<file path="src/rtl/fcdma_map.vh">
/*
 * Constants for the four-channel transfer controller: widths, step codes
 * and reset values. Assumes inclusion by bare name from the design files.
 */
`ifndef FCDMA_MAP_VH
`define FCDMA_MAP_VH

`define FCDMA_NUM_CH 4
`define FCDMA_ADDR_W 24
`define FCDMA_LEN_W 16
`define FCDMA_DATA_W 16

// step codes of step_a_size / step_b_size
`define FCDMA_STEP_INC1 2'h0
`define FCDMA_STEP_INC2 2'h1
`define FCDMA_STEP_DEC1 2'h2
`define FCDMA_STEP_DEC2 2'h3

// reset values
`define FCDMA_ADDR_RST 24'h000000
`define FCDMA_LEN_RST 16'h0000
`define FCDMA_DATA_RST 16'h0000
`define FCDMA_FLAG_RST 4'h0

`endif

</file>
<file path="src/rtl/fcdma_step.v">
/*
 * Address step unit: computes the next value of one address counter.
 * Assumes the caller writes the result back only when an item completes.
 */
`include "fcdma_map.vh"

module fcdma_step (
    input wire [23:0] addr_in,
    input wire [1:0] step_in,
    input wire adjust_in,
    output reg [23:0] addr_out
);

    // freeze when adjust is off; step is independent of item size
    always @* begin
        addr_out = addr_in;
        if (adjust_in) begin
            case (step_in)
                `FCDMA_STEP_INC1: addr_out = addr_in + 24'h000001;
                `FCDMA_STEP_INC2: addr_out = addr_in + 24'h000002;
                `FCDMA_STEP_DEC1: addr_out = addr_in - 24'h000001;
                default: addr_out = addr_in - 24'h000002;
            endcase
        end
    end

endmodule

</file>
<file path="src/rtl/fcdma_top.v">
/*
 * Four-channel transfer controller core: request arbitration, bus
 * mastership, direct and indirect item moves, counters and status flags.
 * Assumes a zero-wait system bus that grants mastership via BUS_GRANT_IN
 * and on-chip requesters clocked by CORE_CLK_IN.
 */
// Overview of operation
// - requests come only from on-chip peripheral lines or software request bits
// - an enabled channel's request first wins the processor bus before any cycle
// - fixed priority, channel 0 highest, resolved one clock before first bus clock
// - acknowledge to a peripheral only during a direct bus cycle; indirect cycles raise none
// - on block end: update flags, raise interrupt if enabled, release the bus
// - continuous policy with request still high repeats; otherwise bus released
// - next request sampled as acknowledge drops, then on every rising edge
// - four channels 0 to 3, each with its own control set
// - direct: one bus cycle per item, no data latched, only address A used
// - intermittent returns bus after each item; continuous keeps it to block end
// - direct peak: one item per three clocks intermittent, per clock continuous
// - direct: sense clear reads addressed device, sense set writes it
// - item size 8 or 16 bits; per direct item length minus one, A steps
// - indirect: read into holding register, write it in the next bus cycle
// - indirect peak: one item per five clocks intermittent, per two continuous
// - indirect: sense 0 reads via A writes via B, sense set the reverse
// - per indirect item length minus one, both address counters step
// - single mode at length zero: stop, set done and overrun, clear active
// - debug halt suspends all transfers; they resume when halt drops
`include "fcdma_map.vh"

module fcdma_top (
    input wire CORE_CLK_IN,
    input wire ARST_N_IN,
    input wire HALT_IN,
    input wire [3:0] CH_ENABLE_IN,
    input wire [3:0] SRC_SEL_IN,
    input wire [3:0] HW_REQ_PRI_IN,
    input wire [3:0] HW_REQ_SEC_IN,
    input wire [3:0] SW_REQ_IN,
    input wire [3:0] INDIRECT_IN,
    input wire [3:0] CONTINUOUS_IN,
    input wire [3:0] SENSE_IN,
    input wire [3:0] ITEM16_IN,
    input wire [7:0] STEP_A_IN,
    input wire [7:0] STEP_B_IN,
    input wire [3:0] ADJ_A_IN,
    input wire [3:0] ADJ_B_IN,
    input wire [3:0] DONE_IRQ_EN_IN,
    input wire [3:0] OVR_IRQ_EN_IN,
    input wire [3:0] LOAD_IN,
    input wire [23:0] LOAD_ADDR_A_IN,
    input wire [23:0] LOAD_ADDR_B_IN,
    input wire [15:0] LOAD_LEN_IN,
    input wire [3:0] TC_CLR_IN,
    input wire [3:0] OVR_CLR_IN,
    input wire BUS_GRANT_IN,
    input wire [15:0] BUS_RDATA_IN,
    output wire BUS_REQ_OUT,
    output wire [23:0] BUS_ADDR_OUT,
    output wire BUS_RD_OUT,
    output wire BUS_WR_OUT,
    output wire BUS_WIDE_OUT,
    output wire BUS_DRIVE_OUT,
    output wire [15:0] BUS_WDATA_OUT,
    output wire [3:0] ACK_OUT,
    output wire [3:0] TC_FLAG_OUT,
    output wire [3:0] OVR_FLAG_OUT,
    output wire [3:0] ACTIVE_OUT,
    output wire [3:0] IRQ_OUT
);

    localparam S_ARB = 3'h0;
    localparam S_PRI = 3'h1;
    localparam S_XFER = 3'h2;
    localparam S_RD = 3'h3;
    localparam S_WR = 3'h4;
    localparam S_REL = 3'h5;

    // lowest-numbered pending channel wins
    function [1:0] fcdma_pick;
        input [3:0] pend;
        begin
            if (pend[0])
                fcdma_pick = 2'h0;
            else if (pend[1])
                fcdma_pick = 2'h1;
            else if (pend[2])
                fcdma_pick = 2'h2;
            else
                fcdma_pick = 2'h3;
        end
    endfunction

    reg rst_s1;
    reg rst_n;
    reg halt_s1;
    reg halt;
    reg [2:0] state;
    reg [2:0] next_state;
    reg [1:0] cur;
    reg [23:0] addr_a [0:3];
    reg [23:0] addr_b [0:3];
    reg [15:0] len [0:3];
    reg [15:0] hold;
    reg [3:0] tc_flag;
    reg [3:0] ovr_flag;
    reg [3:0] active;
    reg [3:0] enable_d;
    wire [3:0] req_src;
    wire [3:0] pend;
    wire [3:0] term;
    wire [23:0] step_a_next;
    wire [23:0] step_b_next;
    wire cur_ind;
    wire cur_sense;
    wire item_done;
    wire last_item;
    wire cycle;

    // reset release through two flops so deassertion is clean
    always @(posedge CORE_CLK_IN or negedge ARST_N_IN) begin
        if (!ARST_N_IN) begin
            rst_s1 <= 1'b0;
            rst_n <= 1'b0;
        end else begin
            rst_s1 <= 1'b1;
            rst_n <= rst_s1;
        end
    end

    // debug halt arrives from outside the core clock domain
    always @(posedge CORE_CLK_IN or negedge rst_n) begin
        if (!rst_n) begin
            halt_s1 <= 1'b0;
            halt <= 1'b0;
        end else begin
            halt_s1 <= HALT_IN;
            halt <= halt_s1;
        end
    end

    // per-channel request qualification and status flags
    genvar c;
    generate
        for (c = 0; c < `FCDMA_NUM_CH; c = c + 1) begin : g_ch
            // one source selected per channel, or the software bit
            assign req_src[c] = (SRC_SEL_IN[c] ? HW_REQ_SEC_IN[c] : HW_REQ_PRI_IN[c])
                | SW_REQ_IN[c];
            assign pend[c] = CH_ENABLE_IN[c] & active[c] & req_src[c];
            assign term[c] = item_done & last_item & (cur == c);
            assign ACK_OUT[c] = (state == S_XFER | (state == S_RD & SENSE_IN[c])
                | (state == S_WR & ~SENSE_IN[c])) & (cur == c) & INDIRECT_IN[c] == 1'b0
                ? 1'b1 : 1'b0;
            assign IRQ_OUT[c] = (tc_flag[c] & DONE_IRQ_EN_IN[c])
                | (ovr_flag[c] & OVR_IRQ_EN_IN[c]);

            // terminal set beats a software clear arriving the same cycle
            always @(posedge CORE_CLK_IN or negedge rst_n) begin
                if (!rst_n) begin
                    tc_flag[c] <= 1'b0;
                    ovr_flag[c] <= 1'b0;
                    active[c] <= 1'b0;
                    enable_d[c] <= 1'b0;
                end else begin
                    enable_d[c] <= CH_ENABLE_IN[c];
                    if (term[c])
                        tc_flag[c] <= 1'b1;
                    else if (TC_CLR_IN[c])
                        tc_flag[c] <= 1'b0;
                    if (term[c])
                        ovr_flag[c] <= 1'b1;
                    else if (OVR_CLR_IN[c])
                        ovr_flag[c] <= 1'b0;
                    if (!CH_ENABLE_IN[c] || term[c])
                        active[c] <= 1'b0;
                    else if (!enable_d[c])
                        active[c] <= 1'b1;
                end
            end
        end
    endgenerate

    assign cur_ind = INDIRECT_IN[cur];
    assign cur_sense = SENSE_IN[cur];
    // an item completes at the end of a direct cycle or an indirect write
    assign item_done = (state == S_XFER) | (state == S_WR);
    // a zero length counts as one item, so a never-loaded channel still ends
    assign last_item = (len[cur] == 16'h0001) | (len[cur] == `FCDMA_LEN_RST);

    fcdma_step u_step_a (
        .addr_in(addr_a[cur]),
        .step_in(STEP_A_IN[2 * cur +: 2]),
        .adjust_in(ADJ_A_IN[cur]),
        .addr_out(step_a_next)
    );

    fcdma_step u_step_b (
        .addr_in(addr_b[cur]),
        .step_in(STEP_B_IN[2 * cur +: 2]),
        .adjust_in(ADJ_B_IN[cur]),
        .addr_out(step_b_next)
    );

    // sequencer: arbitration, priority clock, bus cycles, release
    always @* begin
        next_state = state;
        case (state)
            S_ARB: begin
                if ((|pend) && !halt && BUS_GRANT_IN)
                    next_state = S_PRI;
            end
            S_PRI: begin
                if (!(|pend) || halt)
                    next_state = S_ARB;
                else if (INDIRECT_IN[fcdma_pick(pend)])
                    next_state = S_RD;
                else
                    next_state = S_XFER;
            end
            S_RD: next_state = S_WR;
            S_XFER, S_WR: begin
                // request sampled at the edge where acknowledge drops
                if (!last_item && CONTINUOUS_IN[cur] && req_src[cur] && !halt)
                    next_state = cur_ind ? S_RD : S_XFER;
                else
                    next_state = cur_ind ? S_REL : S_ARB;
            end
            S_REL: next_state = S_ARB;
            default: next_state = S_ARB;
        endcase
    end

    always @(posedge CORE_CLK_IN or negedge rst_n) begin
        if (!rst_n)
            state <= S_ARB;
        else
            state <= next_state;
    end

    // channel chosen one clock before the first bus clock
    always @(posedge CORE_CLK_IN or negedge rst_n) begin
        if (!rst_n)
            cur <= 2'h0;
        else if (state == S_PRI)
            cur <= fcdma_pick(pend);
    end

    // holding register only used by indirect moves; direct never latches
    always @(posedge CORE_CLK_IN or negedge rst_n) begin
        if (!rst_n)
            hold <= `FCDMA_DATA_RST;
        else if (state == S_RD)
            hold <= ITEM16_IN[cur] ? BUS_RDATA_IN : {8'h00, BUS_RDATA_IN[7:0]};
    end

    // counters: software load wins over an update in the same cycle
    integer i;
    always @(posedge CORE_CLK_IN or negedge rst_n) begin
        if (!rst_n) begin
            for (i = 0; i < `FCDMA_NUM_CH; i = i + 1) begin
                addr_a[i] <= `FCDMA_ADDR_RST;
                addr_b[i] <= `FCDMA_ADDR_RST;
                len[i] <= `FCDMA_LEN_RST;
            end
        end else begin
            for (i = 0; i < `FCDMA_NUM_CH; i = i + 1) begin
                if (LOAD_IN[i]) begin
                    addr_a[i] <= LOAD_ADDR_A_IN;
                    addr_b[i] <= LOAD_ADDR_B_IN;
                    len[i] <= LOAD_LEN_IN;
                end else if (item_done && cur == i) begin
                    len[i] <= len[i] - 16'h0001;
                    addr_a[i] <= step_a_next;
                    if (INDIRECT_IN[i])
                        addr_b[i] <= step_b_next;
                end
            end
        end
    end

    // strobe-carrying states; priority and release clocks carry no strobe
    assign cycle = (state == S_XFER) | (state == S_RD) | (state == S_WR);
    // bus held from arbitration through the last cycle
    assign BUS_REQ_OUT = (state == S_ARB & (|pend) & ~halt) | (state == S_PRI) | cycle;
    // address select: direct uses A only; indirect swaps with sense
    assign BUS_ADDR_OUT = (state == S_XFER) ? addr_a[cur] :
        (state == S_RD) ? (cur_sense ? addr_b[cur] : addr_a[cur]) :
        (state == S_WR) ? (cur_sense ? addr_a[cur] : addr_b[cur]) : `FCDMA_ADDR_RST;
    assign BUS_RD_OUT = (state == S_XFER & ~cur_sense) | (state == S_RD);
    assign BUS_WR_OUT = (state == S_XFER & cur_sense) | (state == S_WR);
    assign BUS_WIDE_OUT = cycle & ITEM16_IN[cur];
    assign BUS_DRIVE_OUT = (state == S_WR);
    assign BUS_WDATA_OUT = hold;
    assign TC_FLAG_OUT = tc_flag;
    assign OVR_FLAG_OUT = ovr_flag;
    assign ACTIVE_OUT = active;

endmodule

</file>
<file path="config.mk">
export PLATFORM = sky130hd
export DESIGN_NAME = fcdma_top
export DESIGN_NICKNAME = d
export VERILOG_FILES = /design/src/rtl/fcdma_step.v /design/src/rtl/fcdma_top.v
export VERILOG_INCLUDE_DIRS = /design/src /design/src/rtl
export SDC_FILE = /design/constraint.sdc
export NUM_CORES = 1
export LEC_CHECK = 0
export BUFFER_PORTS_ARGS = -buffer_cell sky130_fd_sc_hd__buf_2
export CORE_UTILIZATION = 46
export DETAILED_ROUTE_END_ITERATION = 12
export PLACE_DENSITY = 0.66
export REMOVE_ABC_BUFFERS = 1
export SKIP_CTS_REPAIR_TIMING = 1
export SLEW_MARGIN = 20
export SYNTH_ARGS = -nofsm -noshare
export SYNTH_HDL_FRONTEND = slang
export SYNTH_HIERARCHICAL = 1
export SYNTH_SLANG_ARGS = --single-unit
</file>
<file path="constraint.sdc">
create_clock -name CORE_CLK_IN -period 8.92 [get_ports CORE_CLK_IN]
set_input_delay 0.446 -clock CORE_CLK_IN [delete_from_list [all_inputs] [get_ports CORE_CLK_IN]]
set_output_delay 0.446 -clock CORE_CLK_IN [all_outputs]
set_load 0.1 [all_outputs]
</file>
# Word-level counts from Yosys, hierarchy flattened
# Index checks and enable logic that the tools add are counted.
[word_totals] mem_bits_rw=0 latch_bits=0 out_inout_bits=65 wordCells=301 n_memories=0 reg_bits=297 romBits=0
[classes] n_shift=2 addsub=12 n_mux=107 mul=0 n_eq_ne=17 bitwise=77 n_lt_le_gt_ge=3 n_reduce_logical=48 n_div=0
[ops] cell="2-to-1 mux 24 bit" count=31
[ops] cell="2-to-1 mux 16 bit" count=11
[ops] cell="one-hot mux 24 bit (3 select lines)" count=2
[ops] cell="binary-select mux 24 bit (select 2 bit)" count=2
[ops] cell="subtractor 16 x 1 -> 16 bit (second input constant)" count=4
[ops] cell="adder 24 x 1 -> 24 bit (second input constant)" count=2
[ops] cell="adder 24 x 2 -> 24 bit (second input constant)" count=2
[ops] cell="subtractor 24 x 1 -> 24 bit (second input constant)" count=2
[ops] cell="subtractor 24 x 2 -> 24 bit (second input constant)" count=2
[ops] cell="2-to-1 mux 1 bit" count=43
[ops] cell="bitwise AND 1 bit" count=42
[ops] cell="binary-select mux 16 bit (select 2 bit)" count=1
[ops] cell="nonzero test 2 bit" count=16
[ops] cell="bitwise OR 1 bit" count=24
[ops] cell="binary-select mux 1 bit (select 2 bit)" count=8
[ops] cell="equality test 16 x 1 -> 1 bit (second input constant)" count=1
[ops] cell="logical NOT 16 bit" count=1
[ops] cell="indexed part select 8 x 4 -> 2 bit" count=2
[ops] cell="one-hot mux 3 bit (4 select lines)" count=1
[ops] cell="2-to-1 mux 2 bit" count=5
[ops] cell="NOT 1 bit" count=10
[ops] cell="logical AND 1 bit" count=9
[ops] cell="2-to-1 mux 3 bit" count=3
[ops] cell="equality test 2 bit (second input constant)" count=4
[ops] cell="16 further kinds" count=38

# Depth between registers and ports, before layout
# Gate-level depths: netlist (run 1).
[logic_depth] word_depth=13 depth_mapped=21 ltp_nobuf=15

# Cells and area by module
# The synthesis (run 1) kept the hierarchy.
[by_module_without_submodules] module="fcdma_top" cells_per_inst=1516 instances=1 area_each_um2=15673.8 seq_area_each_um2=7432.1
[by_module_without_submodules] module="fcdma_step at u_step_a" cells_per_inst=422 instances=1 area_each_um2=2885.3 seq_area_each_um2=0.0
[by_module_without_submodules] module="fcdma_step at u_step_b" cells_per_inst=398 instances=1 area_each_um2=2560.0 seq_area_each_um2=0.0

# Worst setup path before layout (run 1)
# OpenSTA, ideal clock, no wires.
[synth_timing] path_type="register -> register" from="register cur[0]" to="register addr_b[46] in the netlist's numbering" n_path_buf=6 path_stages_with_launch=22 t_required_ps=8785 t_arrival_ps=5460 path_slack_ps=3326 path_cell_list="dfrtp_1 -> buf_1 -> buf_2 -> buf_1 -> mux4_2 -> buf_2 -> nor2b_1 -> buf_2 -> buf_1 -> xnor2_1 -> ha_1 -> nand4_1 -> a21boi_1 -> o22ai_4 -> or4_1 -> o41ai_2 -> mux2_1 -> o22ai_1 -> o22a_1 -> o211ai_2 -> mux2i_1 -> o21ai_0"
[synth_between] elab_chain_len=10
[synth_lines] element="start, declared" line_no="fcdma_top.v:98" rtl="reg [1:0] cur;"
[synth_lines] element="start signal, assigned" line_no="fcdma_top.v:243" rtl="cur <= fcdma_pick(pend);"
[synth_lines] element="NOT 2 -> 3 bit (implied by the code)" line_no="fcdma_top.v:196" rtl=".addr_in(addr_b[cur]),"
[synth_lines] element="binary-select mux 24 bit (select 2 bit)" line_no="fcdma_top.v:196"
[synth_lines] element="2-to-1 mux 24 bit (implied by the code) (2 in series)" line_no="fcdma_top.v:196"
[synth_lines] element="subtractor 24 x 2 -> 24 bit (tied with other cells)" line_no="fcdma_step.v:22" rtl="default: addr_out = addr_in - 24'h000002;"
[synth_lines] element="one-hot mux 24 bit (3 select lines)" line_no="fcdma_step.v:18" rtl="case (step_in)"
[synth_lines] element="2-to-1 mux 24 bit (*)" line_no="fcdma_step.v:17" rtl="if (adjust_in) begin"
[synth_lines] element="net step_b_next[22]" line_no="fcdma_top.v:111" rtl="wire [23:0] step_b_next;"
[synth_lines] element="2-to-1 mux 24 bit (*)" line_no="fcdma_top.v:272" rtl="if (INDIRECT_IN[i])"
[synth_lines] element="2-to-1 mux 24 bit (*)" line_no="fcdma_top.v:269" rtl="end else if (item_done && cur == i) begin"
[synth_lines] element="2-to-1 mux 24 bit (*)" line_no="fcdma_top.v:265" rtl="if (LOAD_IN[i]) begin"
[synth_lines] element="end signal, assigned by index" line_no="fcdma_top.v:260" rtl="addr_b[i] <= `FCDMA_ADDR_RST;"
[synth_lines] element="end signal, assigned by index" line_no="fcdma_top.v:273" rtl="addr_b[i] <= step_b_next;"
[synth_lines] element="end, declared" line_no="fcdma_top.v:100" rtl="reg [23:0] addr_b [0:3];"
# Mark *: on every way through the listed nets, which the timed path passes. The rest lies on a longest branch. The select of a mux whose other input is x is not followed.
# A chain may end at the register's enable or synchronous reset.

# Worst setup path in the final report (run 1)
[layout_timing] from="register cur[0]" to="register addr_b[16] in the netlist's numbering"
# The elaborated chain is that of the path after synthesis.

==> results of run 1 <==
## final timing paths
path	from	cells after the start	to	slack (ps)
min in group asynchronous	ARST_N_IN	2	rst_n	210
worst min register to register	rst_n	0	len[7]	350
worst min-delay path	CH_ENABLE_IN[3]	1	enable_d[3]	30
worst max-delay path	cur[0]	15	addr_b[16]	2950
worst max register to register	cur[0]	15	addr_b[16]	2950
max in group asynchronous	rst_n	1	cur[1]	7060
## power breakdown
part           leakage, nW  internal [mW]  switching (mW)
logic                 6.42           2.44            4.41
registers             3.61           1.70           0.250
clock network        0.566          0.837           0.589
total                 10.6           4.97            5.25
## Yosys cell counts, types with 22 or more instances
| library cell | n |
|---|---|
| dfrtp_1 | 297 |
| ha_1 | 52 |
| a22o_1 | 30 |
| a21oi_1 | 90 |
| inv_1 | 48 |
| o21ai_0 | 328 |
| buf_1 | 22 |
| nand3_1 | 51 |
| xor2_1 | 32 |
| o22ai_1 | 41 |
| nor3_1 | 51 |
| clkbuf_1 | 107 |
| mux2i_1 | 215 |
| nor2_1 | 79 |
| nor4_1 | 28 |
| mux2_2 | 23 |
| xnor2_1 | 74 |
| mux4_2 | 58 |
| nand2_1 | 357 |
## cells by family (layout without fill, tap and decap cells)
family	count (synthesis)	count (layout)	synth area share, %
AND/OR/NAND/NOR	684	684	15.1
AO/OA/AOI/OAI	671	671	19.5
multiplexers	301	301	17.9
flip-flops	297	297	35.2
buffers and inverters	222	363	4.70
XOR/XNOR	106	106	4.40
adder cells (fa/ha/maj)	54	54	3.27
other	1	4	0.0178
## state kept, by name (all words and copies together) (netlist names)
register,flops
addr_a,96
addr_b,96
len,64
BUS_WDATA_OUT,16
ACTIVE_OUT,4
OVR_FLAG_OUT,4
TC_FLAG_OUT,4
enable_d,4
state,3
cur,2
halt,1
halt_s1,1
rst_n,1
rst_s1,1
## final cells by class
type	count	area [µm²]	share of cell area, %
multi-input cells	1817	12800	54.1
diodes	3	7.51	0.0317
inverters	50	188	0.793
clock buffers	51	1040	4.38
well taps	600	751	3.17
repair buffers	252	1350	5.70
clock inverters	10	101	0.428
flip-flops and latches	297	7440	31.4
## per-stage QoR
step / instance area (µm²) / cells
3_5_place_dp: 22500 / 3014
2_1_floorplan: 20300 / 2164
6_report: 23700 / 3080
5_1_grt: 23700 / 3080
4_1_cts: 23600 / 3075
3_3_place_gp: 22500 / 3014
## metal layers
layer / up-vias / part of all wire (%) / track usage [%]
li1: 8786 / - / -
met1: 9062 / 44 / 37.7
met2: 588 / 47 / 45.1
met3: 97 / 5.9 / 3.80
met4: 4 / 2.5 / 7.89
met5: - / 0.042 / 0
==> metrics.txt, run 1 <==
GRT Overall Usage 27.5%; Power, Total between 10 and 15 mW; slowest CP cell mux4_2; power density over the cells ~430 nW/µm²; # setup viols final 0; final clock skew slightly above 20 ps; Post-route DRC 0; CTS sink cnt around 300; most used flip-flop cell after synthesis dfrtp_1; WP buf/inv 1; Max-cap violations 0; peak supply drop 0.208 mV; post-synth cell types 96; Final #Nets approximately 2700; die area 46800 µm²; RSZ-0062 raised after global routing no; Reg clk slew, reported paths around 70 ps; Die Width around 220 µm; final WL about 64 mm; max incr delay on CP just over 800 ps; drt first pass iters 6; area delta synth->final 12.1%; Async S/R FF share, synth 100%; Core Rows 78; sequential share of the synthesized area 35.2%; initial antenna violation count 7; Die Y around 220 µm; Setup CP Type reg -> reg; Clock Latency Late Sink between 500 and 600 ps; flops & latches, synth roughly 300; Mapped Cells 2336; delay-heaviest family, CP compound AO/OA/AOI/OAI gates; WP data arrival ~6400 ps; first-pass GRT wire length a little over 100 mm; critical path, cell by cell buf_4 -> mux4_2 -> nand2b_1 -> ha_1 -> o21a_1 -> o21a_1 -> nand3_1 -> o211ai_1 -> a21oi_1 -> o21ai_0 -> a31oi_1 -> xnor2_1 -> a221o_1 -> mux2i_1 -> o21ai_0; Fillers roughly 4200; yosys warns 6; final worst path period share between 60% and 70%; Hold/Removal Path Class in -> reg; ANT nets after route 0; Leak between 10 and 15 nW; HPWL after detailed placement ~44 mm; share of layout cells above drive strength 1 between 10% and 20%; Critical Path End Type register; global route overflow 0; cell taking the most area after synthesis dfrtp_1; Syn Std Cell Area 21100 µm²; Core Area 45300 µm²; TritonCTS clock tree done; CP max FO 27; pin count of the biggest net entering global routing 175; CTS root buf clkbuf_16; starting density of the core between 40% and 50%; end-of-flow core utilization between 50% and 60%; initial drt markers 1655; setup TNS 0 ps; max-slew violation count 0; Post-synth EDFFs 0; most common cell after layout, fill and taps aside nand2_1; Fin. Hold Viols 0; Achievable Freq 0.168 GHz; maximum clock insertion buffer count 3; vias in the first global route approximately 18000; synth top area cells dfrtp_1 35%, mux2i_1 10%, o21ai_0 7.8%; post-synth top area share a little over a third; Port-buffer cells between 200 and 250; vias per inst approximately 6.0; DP Worst Slack approximately 3000 ps; Vias ~19000; most frequent cells in the layout 357 x nand2_1, 326 x o21ai_0, 294 x dfrtp_1; Ports 229; clock buffers created by TritonCTS 35; Syn Area/Cell around 9.0 µm²; wire per inst 20.8 µm; Worst-Margin Slew between 1000 and 1500 ps; RePlAce Congestion slightly above 0.9; Hold Worst Slack roughly 31 ps; Rel. slew slack roughly 29%; run status completed; Critical Path RT 9310 ps; startpoint types register; final worst setup slack between 2000 and 3000 ps; H-Tree Depth 2; final worst path period need approximately 6000 ps
Note: power is estimated with default switching activity, not from simulation.
==> run 2: changes to the inputs <==
PLACE_DENSITY = 0.64   (was 0.66)
clock period = 6.25 ns   (was 8.92 ns; I/O delays follow)
==> metrics.txt, run 2 (synthesis gave the netlist of run 1 again) <==
Fin. Hold Viols 2 (+2); power density over the cells 608 nW/µm² (+41%); WP buf/inv 2 (+1); most frequent cells in the layout 357 x nand2_1, 326 x o21ai_0, 294 x dfrtp_1; most common cell after layout, fill and taps aside nand2_1; Power, Total 14.6 mW (+43%); pin count of the biggest net entering global routing 137 (-22%); initial antenna violation count 2 (-5); wire per inst 20.7 µm (-0.53%); Inst Count DP 3017 (+0.10%); CTS root buf clkbuf_16; HPWL after detailed placement 44.5 mm (about the same); Post-route DRC 0 (unchanged); max-slew violation count 0 (unchanged); delay-heaviest family, CP compound AO/OA/AOI/OAI gates; H-Tree Depth 2 (unchanged); Leak 10.7 nW (+1.4%); clock buffers created by TritonCTS 36 (+2.9%); setup TNS 0 ps (unchanged); Die Y 216 µm (unchanged); final clock skew 17.2 ps (-3.21 ps); failing checks hold timing; Max-cap violations 0 (unchanged); Hold Worst Slack -13.1 ps (-44.5 ps); Hold Crit Depth 3 (+2); cell area after layout 24000 µm² (+1.4%); Setup CP Type reg -> reg; run status complete, but fails checks; TritonCTS clock tree done; Final #Nets 2697 (+0.97%); placed cell areas 22500 µm² (+0.16%); Rel. slew slack 26.8% (-2.1 points); fin cells 3105 (+0.81%); Critical Path End Type register; Die Width 216 µm (unchanged); first-pass GRT wire length 103 mm (+0.14%); Ports 229 (unchanged); Critical Path RT 6720 ps (-2590 ps); Crit path depth 15 (unchanged); max incr delay on CP 700 ps (-130 ps); worst reg-to-reg path cell count 15 (unchanged); Top Registers addr_a: 96 flops, addr_b: 96 flops, len: 64 flops; vias per inst 6.05 (+0.47%); RePlAce Congestion 0.918 (-0.61%); DP Worst Slack 1180 ps (-1790 ps); initial drt markers 1758 (+6.2%); starting density of the core 46.6% (unchanged); final WL 64.1 mm (+0.28%); maximum clock insertion buffer count 3 (unchanged); end-of-flow core utilization 53.0% (+0.75 points); Vias 18800 (+1.3%); Clock Latency Late Sink 560 ps (about the same); WP data arrival 5600 ps (-760 ps); critical path, cell by cell buf_4 -> mux4_2 -> inv_1 -> xnor2_1 -> ha_1 -> nand4_1 -> a2111oi_0 -> o21ai_0 -> o21ai_0 -> xor2_1 -> nand3_1 -> o21ai_0 -> a221oi_1 -> mux2i_1 -> o21ai_0; Achievable Freq 0.195 GHz (+16%); Core Rows 78 (unchanged); final worst path period share 82.1% (+15 points); Core Area 45300 µm² (unchanged); CP max FO 40 (+48%); die area 46800 µm² (unchanged); global route overflow 0 (unchanged); # setup viols final 0 (unchanged); share of layout cells above drive strength 1 17.8% (about the same); Port-buffer cells 228 (unchanged); vias in the first global route 18400 (+0.68%); GRT Overall Usage 27.4% (about the same); RSZ-0062 raised after global routing no; area delta synth->final 13.7%; CTS sink cnt 297 (unchanged); final worst path period need 5130 ps (-832 ps); Hold/Removal Path Class in -> reg; Worst-Margin Slew 1100 ps (+31.2 ps); startpoint types register; final worst setup slack 1120 ps (-1840 ps); most frequent cell on the critical path o21ai_0; slowest CP cell mux4_2; Reg clk slew, reported paths 60 ps (about the same); ANT nets after route 0 (unchanged); drt first pass iters 5 (-1); peak supply drop 0.450 mV (+120%)
## run 2: cell count changes in the layout (fill, tap and decap cells not counted)
cell / change
inv_16: +2
diode_2: -2
nor3b_4: +1
dlygate4sd3_1: +22
clkinvlp_4: +1
clkinv_2: -3
clkinv_8: -2
buf_4: +2
buf_12: +1
clkbuf_8: +3
nor3b_2: -1
clkinv_4: -1
clkbuf_16: +2
## run 2: worst paths after layout
path | startpoint | endpoint | slack [ps]
max | cur[0] | addr_b[36] | 1120
min | BUS_RDATA_IN[11] | BUS_WDATA_OUT[11] | -10
max reg2reg | cur[0] | addr_b[36] | 1120
min reg2reg | halt_s1 | halt | 350
max in group asynchronous | rst_n | addr_b[91] | 4590
min in group asynchronous | ARST_N_IN | rst_n | 50
## run 2: tightest hold or removal path: stages
cell and delay [ps]:
buf_2 100, nand2_1 40, o21ai_0 60
## run 2: routing by layer
layer / global-route usage [%] / share of wire, % / vias to the layer above
met4: 10.5 / 3.5 / 2
met5: 0 / 0.020 / -
li1: - / - / 8812
met3: 3.51 / 5.1 / 130
met1: 38.3 / 45 / 9237
met2: 43.4 / 46 / 595
## run 2: layout make-up
cell class / instances / area, µm²
timing repair buffer: 277 / 1600
clock inverter: 7 / 92.6
clock buffer: 56 / 1130
fill: 4133 / 21300
multi-input combinational: 1817 / 12800
sequential: 297 / 7440
antenna: 1 / 2.50
inverter: 50 / 188
tap: 600 / 751
## run 2: power breakdown
part / total [mW] / internal, mW / switching, mW
clock: 2.15 / 1.29 / 0.859
combinational: 9.73 / 3.50 / 6.23
sequential: 2.73 / 2.42 / 0.311
